<file path="src/core/sfp_map.svh">
/*
  constants for the 18-bit synchronous fifo with programmable flags.
  assumes nothing beyond being included once, by the package; the core uses its macros without including it.
*/
`ifndef SFP_MAP_SVH
`define SFP_MAP_SVH
`define SFP_WORD_W        18
`define SFP_OFS_W         12
`define SFP_DEPTH_DEF     64
`define SFP_OFS_MIN_DEPTH 64
`define SFP_DEF_OFS_64    12'h007
`define SFP_DEF_OFS_256   12'h01f
`define SFP_DEF_OFS_512   12'h03f
`define SFP_DEF_OFS_BIG   12'h07f
`define SFP_CLK_PERIOD_NS 50
`endif

</file>
<file path="src/core/sfp_pkg.sv">
/*
  types for the synchronous fifo core.
  assumes sfp_map.svh is on the include path.
*/
`include "sfp_map.svh"
package sfp_pkg;
    typedef logic [`SFP_WORD_W-1:0] sfp_word_t;
    typedef enum logic {SFP_SEL_EMPTY_OFS = 1'b0, SFP_SEL_FULL_OFS = 1'b1} sfp_sel_e;
    typedef struct packed {
        logic full_flag_n;
        logic almost_full_n;
        logic half_flag_n;
        logic almost_empty_n;
        logic empty_flag_n;
    } sfp_flags_s;
endpackage

</file>
<file path="src/core/sfp_fifo.sv">
/*
  single-clock model of the 18-bit fifo with programmable almost flags.
  assumes read and write clocks are tied to mclk and all inputs are synchronous to it.
*/
// What this block does
// reset empties fifo, clears both pointers, empty flag low.
// after reset outputs low with output enable low, released otherwise.
// outside party gives no read or write while reset held.
// write enable low, load high: store push word each edge.
// read enable low: present next word each edge, advance read pointer.
// output enable high releases outputs, low drives output register.
// cascaded: only the read-enabled device drives shared outputs; here output enable alone sets pop_word_oe.
// writes ignored while full flag low; here up to two are still taken into the skid buffer.
// reads ignored while empty flag low, pointer holds.
// empty fifo keeps last read word on outputs.
// full flag low when full, changes on write edge only.
// empty flag low when empty, changes on read edge only.
// empty/full synchronous; almost flags synchronous only with sync select low.
// full flag may release one write edge late on tight skew.
// empty flag may release one read edge late on tight skew.
// first word available cycle after empty flag goes high.
// two 12-bit offset registers loaded from push word bits 0-11.
// load and write low: empty offset, full offset, empty offset again.
// load/write decode: 00 program, 01 nop, 10 write fifo, 11 nop.
// load and read low: offset registers read out in same sequence.
// unprogrammed offsets use built-in defaults.
// storage is an 18-bit array of 64 to 4K words.
// almost empty at count<=n, almost full at count>=depth-m, half above half.
// default offset 7, 31, 63 or 127 by depth.
// pointers wrap after last location.
`timescale 1ns/1ns
module sfp_fifo
    import sfp_pkg::*;
#(
    parameter int DEPTH = `SFP_DEPTH_DEF
)(
    input  wire logic       mclk,
    input  wire logic       reset,
    input  wire logic       master_clear_n,
    input  wire logic       write_en_n,
    input  wire logic       read_en_n,
    input  wire logic       output_en_n,
    input  wire logic       offset_load_n,
    input  wire logic       flag_sync_select_n,
    input  wire sfp_word_t  push_word,
    output logic            push_ready,
    output sfp_word_t       pop_word,
    output logic [17:0]     pop_word_oe,
    output sfp_flags_s      flags
);
    localparam int AW = $clog2(DEPTH);
    localparam logic [11:0] DEF_OFS = (DEPTH <= 64)  ? `SFP_DEF_OFS_64  :
                                      (DEPTH <= 256) ? `SFP_DEF_OFS_256 :
                                      (DEPTH <= 512) ? `SFP_DEF_OFS_512 : `SFP_DEF_OFS_BIG;
    localparam logic [AW:0] DEPTH_C = (AW+1)'(DEPTH);
    localparam logic [AW:0] HALF_C  = (AW+1)'(DEPTH/2);

    sfp_word_t          mem [DEPTH];
    logic [AW-1:0]      wr_ptr;
    logic [AW-1:0]      rd_ptr;
    logic [AW:0]        count;
    logic [11:0]        almost_empty_distance;
    logic [11:0]        almost_full_distance;
    sfp_sel_e           wr_sel;
    sfp_sel_e           rd_sel;
    logic               clear_q;

    // two-entry skid buffer on the write path: a word offered while both entries are in use is not taken
    sfp_word_t          skid [2];
    logic [1:0]         skid_cnt;
    logic               skid_head;

    wire clr_now   = reset | ~master_clear_n;
    wire prog_wr   = ~offset_load_n & ~write_en_n;
    wire fifo_wr   = offset_load_n & ~write_en_n;
    wire prog_rd   = ~offset_load_n & ~read_en_n;
    wire is_full   = (count == DEPTH_C);
    wire is_empty  = (count == '0);
    wire in_take   = fifo_wr & (skid_cnt != 2'd2);
    wire skid_vld  = (skid_cnt != 2'd0);
    wire mem_wr    = skid_vld & ~is_full;
    wire mem_rd    = offset_load_n & ~read_en_n & ~is_empty;
    logic [AW-1:0]      wr_ptr_inc;
    logic [AW-1:0]      rd_ptr_inc;
    sfp_ptr_step #(
        .DEPTH (DEPTH),
        .AW    (AW)
    ) wr_step_u (
        .cur (wr_ptr),
        .nxt (wr_ptr_inc)
    );
    sfp_ptr_step #(
        .DEPTH (DEPTH),
        .AW    (AW)
    ) rd_step_u (
        .cur (rd_ptr),
        .nxt (rd_ptr_inc)
    );
    wire [AW:0] next_count = count + (AW+1)'(mem_wr) - (AW+1)'(mem_rd);
    wire [AW:0] ae_lim  = (AW+1)'(almost_empty_distance);
    wire [AW:0] af_lim  = DEPTH_C - (AW+1)'(almost_full_distance);
    wire ae_now = (next_count <= ae_lim);
    wire af_now = (next_count >= af_lim);
    wire ae_cur = (count <= ae_lim);
    wire af_cur = (count >= af_lim);
    wire [1:0] skid_push = {1'b0, in_take};
    wire [1:0] skid_pop  = {1'b0, mem_wr};

    always_ff @(posedge mclk)
    begin
        if (in_take)
            skid[skid_head ^ skid_cnt[0]] <= push_word;
        if (mem_wr)
            mem[wr_ptr] <= skid[skid_head];
    end

    always_ff @(posedge mclk)
    begin
        if (clr_now)
        begin
            skid_cnt  <= 2'd0;
            skid_head <= 1'b0;
            wr_ptr    <= '0;
            rd_ptr    <= '0;
            count     <= '0;
        end
        else
        begin
            skid_cnt  <= skid_cnt + skid_push - skid_pop;
            skid_head <= skid_head ^ mem_wr;
            count     <= next_count;
            if (mem_wr)
                wr_ptr <= wr_ptr_inc;
            if (mem_rd)
                rd_ptr <= rd_ptr_inc;
        end
    end

    // offset registers keep their values over a master clear, defaults only at reset
    always_ff @(posedge mclk)
    begin
        if (reset)
        begin
            almost_empty_distance <= DEF_OFS;
            almost_full_distance  <= DEF_OFS;
            wr_sel                <= SFP_SEL_EMPTY_OFS;
            rd_sel                <= SFP_SEL_EMPTY_OFS;
        end
        else
        begin
            if (prog_wr)
            begin
                if (wr_sel == SFP_SEL_EMPTY_OFS)
                    almost_empty_distance <= push_word[11:0];
                else
                    almost_full_distance  <= push_word[11:0];
                wr_sel <= sfp_sel_e'(~wr_sel);
            end
            if (prog_rd)
                rd_sel <= sfp_sel_e'(~rd_sel);
        end
    end

    wire [17:0] ofs_word = {6'h00, (rd_sel == SFP_SEL_EMPTY_OFS) ? almost_empty_distance : almost_full_distance};

    always_ff @(posedge mclk)
    begin
        clear_q <= clr_now;
        if (clr_now)
            pop_word <= '0;
        else if (mem_rd)
            pop_word <= mem[rd_ptr];
        else if (prog_rd)
            pop_word <= ofs_word;
        // otherwise held, so an empty fifo keeps the last word  R10
    end

    // driven only when output enable is low; in a cascade the reader steers output enable  R7
    always_ff @(posedge mclk)
    begin
        if (reset)
            pop_word_oe <= '0;
        else
            pop_word_oe <= {18{~output_en_n}};
    end

    always_ff @(posedge mclk)
    begin
        if (clr_now)
        begin
            flags       <= '{1'b1, 1'b1, 1'b1, 1'b0, 1'b0};
            push_ready  <= 1'b0;
        end
        else
        begin
            // single clock domain: no skew, so flags never release late  R14 R15
            flags.full_flag_n    <= ~(next_count == DEPTH_C);
            flags.empty_flag_n   <= ~(next_count == '0);
            flags.half_flag_n    <= ~(next_count > HALF_C);
            flags.almost_empty_n <= flag_sync_select_n ? ~ae_cur : ~ae_now;
            flags.almost_full_n  <= flag_sync_select_n ? ~af_cur : ~af_now;
            push_ready           <= (skid_cnt + skid_push - skid_pop) != 2'd2;
        end
    end

    a_write_blocked_full: assert property (@(posedge mclk) disable iff (clr_now)
        is_full |-> !mem_wr) else $error("write accepted while full");
    a_read_blocked_empty: assert property (@(posedge mclk) disable iff (clr_now)
        (is_empty && !mem_wr) |=> $stable(rd_ptr)) else $error("read pointer moved while empty");
    a_empty_flag_track: assert property (@(posedge mclk) disable iff (clr_now)
        (count == '0) |-> !flags.empty_flag_n) else $error("empty flag high with zero count");
    a_full_flag_track: assert property (@(posedge mclk) disable iff (clr_now)
        (count == DEPTH_C) |-> !flags.full_flag_n) else $error("full flag high at depth");
    a_reset_clears: assert property (@(posedge mclk)
        clr_now |=> (count == '0 && !flags.empty_flag_n && wr_ptr == '0)) else $error("clear did not empty");
    a_hold_last_word: assert property (@(posedge mclk) disable iff (clr_now)
        (is_empty && offset_load_n && !clear_q) |=> $stable(pop_word)) else $error("output changed when empty");
    a_oe_follows: assert property (@(posedge mclk) disable iff (reset)
        output_en_n |=> (pop_word_oe == '0)) else $error("outputs driven with enable high");
    a_prog_sequence: assert property (@(posedge mclk) disable iff (reset)
        (prog_wr && wr_sel == SFP_SEL_EMPTY_OFS) |=> almost_empty_distance == $past(push_word[11:0]))
        else $error("empty offset not loaded first");
    a_ptr_wrap: assert property (@(posedge mclk) disable iff (clr_now)
        (mem_rd && rd_ptr == AW'(DEPTH-1)) |=> rd_ptr == '0) else $error("read pointer did not wrap");

    // occupancy, pointers and data path
    a_count_bound: assert property (@(posedge mclk) disable iff (clr_now)
        count <= DEPTH_C)
        else $error("count above depth");

    a_count_idle: assert property (@(posedge mclk) disable iff (clr_now)
        (!mem_wr && !mem_rd) |=> $stable(count))
        else $error("count moved without transfer");

    a_count_up: assert property (@(posedge mclk) disable iff (clr_now)
        (mem_wr && !mem_rd) |=> count == $past(count) + (AW+1)'(1))
        else $error("count did not rise on write");

    a_count_down: assert property (@(posedge mclk) disable iff (clr_now)
        (mem_rd && !mem_wr) |=> count == $past(count) - (AW+1)'(1))
        else $error("count did not fall on read");

    a_wr_ptr_hold: assert property (@(posedge mclk) disable iff (clr_now)
        !mem_wr |=> $stable(wr_ptr))
        else $error("write pointer moved without write");

    a_wr_ptr_wrap: assert property (@(posedge mclk) disable iff (clr_now)
        (mem_wr && wr_ptr == AW'(DEPTH-1)) |=> wr_ptr == '0)
        else $error("write pointer did not wrap");

    a_rd_ptr_step: assert property (@(posedge mclk) disable iff (clr_now)
        mem_rd |=> rd_ptr == $past(rd_ptr_inc))
        else $error("read pointer did not step");

    a_pop_from_mem: assert property (@(posedge mclk) disable iff (clr_now)
        mem_rd |=> pop_word == mem[$past(rd_ptr)])
        else $error("read word not from head location");

    // flags against the occupancy they describe
    a_empty_flag_off: assert property (@(posedge mclk) disable iff (clr_now)
        (count != '0) |-> flags.empty_flag_n)
        else $error("empty flag low with data stored");

    a_full_flag_off: assert property (@(posedge mclk) disable iff (clr_now)
        (count != DEPTH_C) |-> flags.full_flag_n)
        else $error("full flag low below depth");

    a_half_flag_level: assert property (@(posedge mclk) disable iff (clr_now)
        flags.half_flag_n == (count <= HALF_C))
        else $error("half flag disagrees with count");

    a_ae_sync_mode: assert property (@(posedge mclk) disable iff (clr_now)
        (!clear_q && !$past(flag_sync_select_n) && !$past(prog_wr)) |-> flags.almost_empty_n == !ae_cur)
        else $error("almost empty wrong in sync mode");

    a_af_sync_mode: assert property (@(posedge mclk) disable iff (clr_now)
        (!clear_q && !$past(flag_sync_select_n) && !$past(prog_wr)) |-> flags.almost_full_n == !af_cur)
        else $error("almost full wrong in sync mode");

    a_ae_lag_mode: assert property (@(posedge mclk) disable iff (clr_now)
        (!clear_q && $past(flag_sync_select_n)) |-> flags.almost_empty_n == !$past(ae_cur))
        else $error("almost empty wrong in lagged mode");

    a_af_lag_mode: assert property (@(posedge mclk) disable iff (clr_now)
        (!clear_q && $past(flag_sync_select_n)) |-> flags.almost_full_n == !$past(af_cur))
        else $error("almost full wrong in lagged mode");

    // offset registers, write decode, input buffer, output enable and clear
    a_offset_full_load: assert property (@(posedge mclk) disable iff (reset)
        (prog_wr && wr_sel == SFP_SEL_FULL_OFS) |=> almost_full_distance == $past(push_word[11:0]))
        else $error("full offset not loaded second");

    a_offset_sel_step: assert property (@(posedge mclk) disable iff (reset)
        prog_wr |=> wr_sel != $past(wr_sel))
        else $error("offset write select did not advance");

    a_offset_keep: assert property (@(posedge mclk) disable iff (reset)
        !prog_wr |=> ($stable(almost_empty_distance) && $stable(almost_full_distance)))
        else $error("offset changed without program write");

    a_offset_readout: assert property (@(posedge mclk) disable iff (clr_now)
        prog_rd |=> pop_word == $past(ofs_word))
        else $error("offset readout wrong");

    a_read_sel_step: assert property (@(posedge mclk) disable iff (reset)
        prog_rd |=> rd_sel != $past(rd_sel))
        else $error("offset read select did not advance");

    a_nop_no_take: assert property (@(posedge mclk) disable iff (clr_now)
        !fifo_wr |-> !in_take)
        else $error("word taken outside fifo write decode");

    a_ready_room: assert property (@(posedge mclk) disable iff (clr_now)
        push_ready |-> (skid_cnt != 2'd2))
        else $error("ready shown with buffer full");

    a_skid_bound: assert property (@(posedge mclk) disable iff (clr_now)
        skid_cnt != 2'd3)
        else $error("input buffer overfilled");

    a_oe_drive: assert property (@(posedge mclk) disable iff (reset)
        !output_en_n |=> pop_word_oe == '1)
        else $error("outputs released with enable low");

    a_defaults_load: assert property (@(posedge mclk)
        reset |=> (almost_empty_distance == DEF_OFS && almost_full_distance == DEF_OFS))
        else $error("offset defaults not loaded");

    a_pop_cleared: assert property (@(posedge mclk)
        clr_now |=> pop_word == '0)
        else $error("output word not cleared");

    a_clear_keeps_ofs: assert property (@(posedge mclk)
        (!master_clear_n && !reset && !prog_wr) |=> $stable(almost_empty_distance))
        else $error("master clear disturbed offset");

endmodule // sfp_fifo

module sfp_ptr_step
#(
    parameter int DEPTH = `SFP_DEPTH_DEF,
    parameter int AW    = $clog2(DEPTH)
)(
    input  wire logic [AW-1:0] cur,
    output logic [AW-1:0]      nxt
);
    // explicit wrap keeps a depth that is not a power of two inside the array
    wire at_last = (cur == AW'(DEPTH-1));
    assign nxt = at_last ? '0 : cur + 1'b1;
endmodule // sfp_ptr_step

</file>
<file path="config.mk">
export PLATFORM = sky130hd
export DESIGN_NAME = sfp_fifo
export DESIGN_NICKNAME = d
export VERILOG_FILES = /design/src/core/sfp_pkg.sv /design/src/core/sfp_fifo.sv
export VERILOG_INCLUDE_DIRS = /design/src /design/src/core
export SDC_FILE = /design/constraint.sdc
export NUM_CORES = 1
export LEC_CHECK = 0
export ABC_AREA = 1
export BUFFER_PORTS_ARGS = -buffer_cell sky130_fd_sc_hd__clkbuf_2
export CELL_PAD_IN_SITES_DETAIL_PLACEMENT = 0
export CELL_PAD_IN_SITES_GLOBAL_PLACEMENT = 2
export CORE_MARGIN = 2
export CORE_UTILIZATION = 26
export DETAILED_ROUTE_END_ITERATION = 6
export GPL_ROUTABILITY_DRIVEN = 1
export PLACE_DENSITY = 0.6
export SLEW_MARGIN = 20
export SYNTH_ARGS = -nofsm -noshare
export SYNTH_HDL_FRONTEND = slang
export SYNTH_SLANG_ARGS = --single-unit
</file>
<file path="constraint.sdc">
create_clock -name mclk -period 7.4 [get_ports mclk]
set_clock_uncertainty 0.2 [all_clocks]
set_input_delay 1.48 -clock mclk [delete_from_list [all_inputs] [get_ports mclk]]
set_output_delay 1.48 -clock mclk [all_outputs]
set_load 0.02 [all_outputs]
</file>
==> reports/metrics.cfg, run 1 <==
[clocking]
cts_buffers = 141
cts_sinks = 1267
cts_tree = done
cts_root_buf = clkbuf_16
cts.clk_slew.worst_paths_ns = 0.06
cts_setup_buffers = 0
cts_hold_buf = 0
clock_latency_ns = 0.79
ctsResizeCount = 0
clockBufferDepth = 3
htreeDepth = 4

[logic_synthesis]
synth.distinct_cells = 40
synth_top_area_share_pct = 68.41
synth_seq_cells = 1267
synth_seq_area_share_pct = 71.44
syn_area_um2 = 52150
yosys.area.top_type = edfxtp_1
ys_warn_count = 0
synth.area.top_cells = edfxtp_1 68%, nand2_1 11%, nand3_1 10%
syn_nets = 4579
syn_area_per_cell_um2 = 11.56
netlist_instances = 4512

[timing]
whs_ns = 0.2549
worst_pin_slew_ns = 1.021
relSlewSlack_pct = 31.78
fmax_ghz = 0.2227
setup_violations = 0
finalCritPeriodShare_pct = 60.67
rsz0062_at_grt = no
fin_crit_ns = 4.490
finalHoldViolCount = 0
tns_ns = 0
final_max_slew_viol_count = 0

[drt]
drtIter0Drc = 2703
wirelength_um = 162800
viasPerCell = 4.566
drc = 0
post_drt_wl_per_cell_um = 22.28
num_vias = 33362
antenna_left = 0
dr.pass1.iters = 5

[grt]
grtUsageTotal_pct = 15.74
grt_pass1_wl_um = 236200
grt_max_degree = 257
antenna_found_initial = 4
overflow = 0
grt_pass1_vias = 32497

[hold_path]
hold_path.class = register to register
min-delay-start = almost_full_distance[9]$_SDFFE_PP0P_

[power_and_ir_drop]
power.total_uw = 16850
power.leakage_uw = 0.02063
max-vdd-ir-drop_mv = 0.2321
power_density_nw_per_um2 = 283.0

[run_status]
outcome = finished clean

[setup_path]
critPathLaunchType = register
end_kind = register
path_class = register to register
path_max_fanout = 25
cp-startpoint = count[2]$_SDFF_PP0_
timing.rr.start = count[2]$_SDFF_PP0_
worstPathArrival_ns = 4.95
required_ns = 7.86

[floorplanning]
design.die.area_um2 = 204200
core.rowCount = 164
die_y_um = 451.8
die_w_um = 451.8
num_io_pins = 68
core_um2 = 199500
initial_core_util_pct = 26.14

[placement]
gp_congestion = 0.7620
place_inst = 7053
dp_hpwl_um = 87240
portBuffers = 67

[final_layout]
area_growth_pct = 14.21
layout-drive-gt1-share_pct = 9.899
layout.nets = 4607
finish.utilization_pct = 29.86
fin_cells = 7307

[run]
maxCapViolations = 0

-- Yosys cell counts, drive strengths merged --
cell and count:
o21a 2, clkbuf 39, dfxtp 79, xor2 12
a21boi 2, o31ai 2, and3 2, a21o 1
nand3 1056, nand2 1503, buf 245, or2 3
ha 40, a21oi 48, clkinv 3, nand3b 2
nor2 112, fa 1, edfxtp 1188, and2 1
o21bai 1, a31oi 1, xnor2 4, nand4 6
o211ai 6, o311ai 1, o21ai 56, nor3 12
inv 83, a211oi 1
-- metal layers --
layer / routed length (um) / up-vias / global-route usage [%]
li1: - / 15869 / -
met1: 74660 / 16661 / 21.42
met2: 77960 / 645 / 26.09
met3: 6509 / 183 / 2.372
met4: 3646 / 4 / 4.196
met5: 27 / - / 0
-- cell usage in the layout (no fill, tap or decap), types with 40 or more instances in the layout --
cell type and n:
buf_4 98, clkbuf_1 45, clkbuf_16 145, clkbuf_2 67, dfxtp_1 74, edfxtp_1 1188
ha_1 40, inv_1 79, nand2_1 1485, nand3_1 1056, nor2_1 48, nor2_2 48
o21ai_0 56
-- stage by stage --
stage	cell area (um^2)	setup WS, ns
floorplan	52150	2.605
CTS	59540	2.889
global route	59550	2.534
finish	59560	2.910
detailed placement	55280	2.163
global placement	55270	2.050
-- power by group --
part | internal, uW | leakage, uW | switching, uW | total [uW]
Clock | 3710 | 0.00206 | 2890 | 6600
Sequential | 8030 | 0.0113 | 63.3 | 8090
Combinational | 574 | 0.00723 | 1590 | 2170
-- flip-flops by register name (all words and copies together), names as in the netlist, 6 cells and up, named ones only --
name	flops
mem	1152
skid	36
pop_word	18
rd_ptr	6
almost_empty_distance	12
wr_ptr	6
count	7
almost_full_distance	12
-- critical path, cell delays in order (launching register included) --
cell      delay, ns
dfxtp_1        0.39
inv_1          0.08
ha_1           0.19
nand2_1        0.06
nor2_1         0.06
nand3b_1       0.09
and3_1         0.14
buf_4          0.32
ha_1           0.30
inv_1          0.06
ha_1           0.15
inv_1          0.06
fa_1           0.44
o31ai_2        0.40
a21oi_1        0.12
o21bai_1       0.17
xor2_1         0.28
inv_1          0.10
ha_1           0.34
nand3_1        0.10
nand2_1        0.05
inv_1          0.05
nand3_1        0.08
nand2_1        0.06
a21oi_1        0.05
-- cell families (layout without fill, tap and decap cells) --
group           Yosys count  count (layout)  synth area share [%]
compound gates          121             121                 1.368
xor+xnor                 16              16                0.2687
other cells               0               4                     0
flops                  1267            1267                 71.44
buf+inv                 370             505                 3.858
fa+ha+maj                41              41                0.9982
simple gates           2697            2697                 22.06
-- layout make-up --
| type | count | area [um^2] |
|---|---|---|
| tap | 2656 | 3323 |
| sequential | 1267 | 37270 |
| fill | 20479 | 139900 |
| multi-input combinational | 2875 | 13180 |
| clock buffer | 193 | 3839 |
| timing repair buffer | 169 | 1151 |
| antenna | 4 | 10.01 |
| clock inverter | 57 | 417.9 |
| inverter | 86 | 367.9 |
-- final timing paths --
check	endpoint	slack [ns]	cells after the start
max reg2reg	flags[1]$_SDFF_PP0_	2.91	24
min	almost_full_distance[9]$_SDFFE_PP0P_	0.25	2
min reg2reg	almost_full_distance[9]$_SDFFE_PP0P_	0.25	2
max	flags[1]$_SDFF_PP0_	2.91	24
Power figures use the tool's default switching activity.
==> run 2: changes to the inputs <==
==> constraint.sdc (replaced) <==
create_clock -name mclk -period 4.42 [get_ports mclk]
set_clock_uncertainty 0.2 [all_clocks]
set_input_delay 0.884 -clock mclk [delete_from_list [all_inputs] [get_ports mclk]]
set_output_delay 0.884 -clock mclk [all_outputs]
set_load 0.02 [all_outputs]
==> run 2 against run 1 <==
Against the previous run: power rose by 69%; combinational power rose by 76%; worst setup slack got worse by 2.4 ns.
==> reports/metrics.cfg, run 2 (synthesized netlist as in run 1, its figures left out) <==
[floorplanning]
die_y_um = 451.8  ; unchanged
initial_core_util_pct = 26.14  ; unchanged
design.die.area_um2 = 204200  ; unchanged
die_w_um = 451.8  ; unchanged
core_um2 = 199500  ; unchanged
num_io_pins = 68  ; unchanged
core.rowCount = 164  ; unchanged

[setup_path]
rrSetupSlack_ns = 0.49  ; -2.42 ns
critPathCapture = flags[1]$_SDFF_PP0_
path_max_fanout = 4  ; -84%
reg2regPathDepth = 23  ; -4.2%
path_class = register to register
critPathLaunchType = register
cp-startpoint = count[3]$_SDFF_PP0_
required_ns = 4.87  ; -2.99 ns
end_kind = register
worstPathArrival_ns = 4.38  ; -0.57 ns
r2r_end = flags[1]$_SDFF_PP0_
timing.rr.start = count[3]$_SDFF_PP0_

[drt]
antenna_left = 0  ; unchanged
drc = 0  ; unchanged
dr.pass1.iters = 5  ; unchanged
post_drt_wl_per_cell_um = 22.66  ; +1.7%
wirelength_um = 166500  ; +2.3%
drtIter0Drc = 2749  ; +1.7%
num_vias = 33573  ; +0.63%
viasPerCell = 4.570  ; about the same

[power_and_ir_drop]
max-vdd-ir-drop_mv = 0.3101  ; +34%
power.total_uw = 28450  ; +69%
power.leakage_uw = 0.02096  ; +1.6%
power_density_nw_per_um2 = 473.1  ; +67%

[timing]
finalCritPeriodShare_pct = 88.98  ; +28 points
fmax_ghz = 0.2543  ; +14%
rsz0062_at_grt = no
relSlewSlack_pct = 22.78  ; -9.0 points
finalWorstSetupSlack_ns = 0.4872  ; -2.423 ns
worst_pin_slew_ns = 1.158  ; +0.1375 ns
setup_violations = 0  ; unchanged
finalHoldViolCount = 0  ; unchanged
final_max_slew_viol_count = 0  ; unchanged
tns_ns = 0  ; unchanged
fin_crit_ns = 3.933  ; -0.5568 ns

[grt]
grtUsageTotal_pct = 16.09  ; +0.35 points
overflow = 0  ; unchanged
grt_pass1_wl_um = 240600  ; +1.9%
grt_max_degree = 145  ; -44%
antenna_found_initial = 4  ; unchanged
grt_pass1_vias = 32700  ; +0.62%

[clocking]
cts_root_buf = clkbuf_16
cts_sinks = 1267  ; unchanged
cts_tree = done
clockBufferDepth = 3  ; unchanged
cts.clk_slew.worst_paths_ns = 0.06  ; about the same
htreeDepth = 4  ; unchanged
clock_latency_ns = 0.78  ; about the same
ctsResizeCount = 0  ; unchanged
cts_buffers = 141  ; unchanged

[hold_path]
hold_path.class = input pin to register

[placement]
dp_hpwl_um = 91620  ; +5.0%
pre_cts_ws_ns = 0.2643  ; -1.899 ns
portBuffers = 67  ; unchanged
gp_congestion = 0.7878  ; +3.4%
post_dp_cell_area_um2 = 55840  ; +1.0%

[final_layout]
largest_reg_flops = 1152  ; unchanged
layout_commonest_cell = nand2_1
layout-drive-gt1-share_pct = 10.80  ; +0.90 points
area_growth_pct = 15.30
design_area_um2 = 60130  ; +0.96%
max_flop_register = mem
layout.nets = 4649  ; +0.91%
final_cell_mix = 1485 x nand2_1, 1188 x edfxtp_1, 1056 x nand3_1, 148 x clkbuf_16, 116 x buf_4

[run]
maxCapViolations = 0  ; unchanged

[run_status]
outcome = finished clean

-- run 2: cell types whose count changed in the layout (fill, tap and decap cells not counted), moves of 2 or more --
| cell | previous run | this run |
|---|---|---|
| buf_12 | 4 | 27 |
| buf_4 | 98 | 116 |
| clkbuf_16 | 145 | 148 |
| clkinv_1 | 31 | 21 |
| clkinv_2 | 12 | 22 |
| clkinv_8 | 8 | 4 |
| inv_6 | 5 | 3 |
| nand2_2 | 17 | 14 |
| nand2_4 | 1 | 4 |
| nor2_2 | 48 | 59 |
| nor2_4 | 16 | 5 |
-- run 2: cell type report --
type	count	area (um^2)
repair buffers	211	1757
clock inverters	50	354.1
clock buffers	196	3904
well taps	2656	3323
fillers	20411	139300
multi-input cells	2875	13140
flip-flops and latches	1267	37270
diodes	5	12.51
inverters	86	367.9
-- run 2: power breakdown --
part	leakage, uW	internal (uW)	switching (uW)
sequential	0.0113	13400	90.1
clock	0.00208	6320	4790
combinational	0.00754	1060	2750
-- run 2: metrics by stage --
stage	hold WS [ns]	utilization, %	instances
2_1_floorplan	0.2292	-	4512
3_3_place_gp	0.2462	27.99	7094
3_5_place_dp	0.2483	27.99	7094
4_1_cts	0.03347	30.13	7341
5_1_grt	0.05325	30.14	7341
6_report	0.09576	30.15	7346
-- run 2: timing repair --
| item | 4_1_cts | 5_1_grt |
|---|---|---|
| endpoints found under the hold margin | 1 | 0 |
| hold buffers | 1 | 0 |
| setup buffers | 0 | 0 |
-- run 2: how the worst min path moves through the flow --
stage / startpoint / end / slack, ns / depth (start not counted)
2_1_floorplan: almost_full_distance[10]$_SDFFE_PP0P_ / almost_full_distance[10]$_SDFFE_PP0P_ / 0.23 / 2
6_report: push_word[15] / skid[1][15]$_DFFE_PP_ / 0.1 / 1
4_1_cts: push_word[15] / skid[1][15]$_DFFE_PP_ / 0.03 / 1
3_3_place_gp: almost_full_distance[9]$_SDFFE_PP0P_ / almost_full_distance[9]$_SDFFE_PP0P_ / 0.25 / 2
5_1_grt: push_word[13] / skid[1][13]$_DFFE_PP_ / 0.05 / 1
3_5_place_dp: almost_full_distance[10]$_SDFFE_PP0P_ / almost_full_distance[10]$_SDFFE_PP0P_ / 0.25 / 2
-- run 2: critical path, stage by stage (launching register included) --
cell and delay [ns]:
dfxtp_1 0.36, inv_1 0.10, ha_1 0.15, nand2_1 0.05, nor2_1 0.12, nand3b_1 0.08, and3_1 0.16, ha_1 0.27
inv_1 0.05, ha_1 0.15, inv_1 0.06, fa_1 0.45, o31ai_2 0.31, a21oi_1 0.10, o21bai_1 0.17, xor2_1 0.22
inv_1 0.09, ha_1 0.33, nand3_1 0.11, nand2_1 0.05, inv_1 0.04, nand3_1 0.07, nand2_1 0.06, a21oi_1 0.05
-- run 2: per-layer routing --
| layer | part of all wire (%) | wire (um) | GRT usage, % |
|---|---|---|---|
| met1 | 46 | 76260 | 21.85 |
| met2 | 48 | 80340 | 26.80 |
| met3 | 3.8 | 6261 | 2.460 |
| met4 | 2.2 | 3617 | 4.066 |
| met5 | 0 | 0 | 0 |
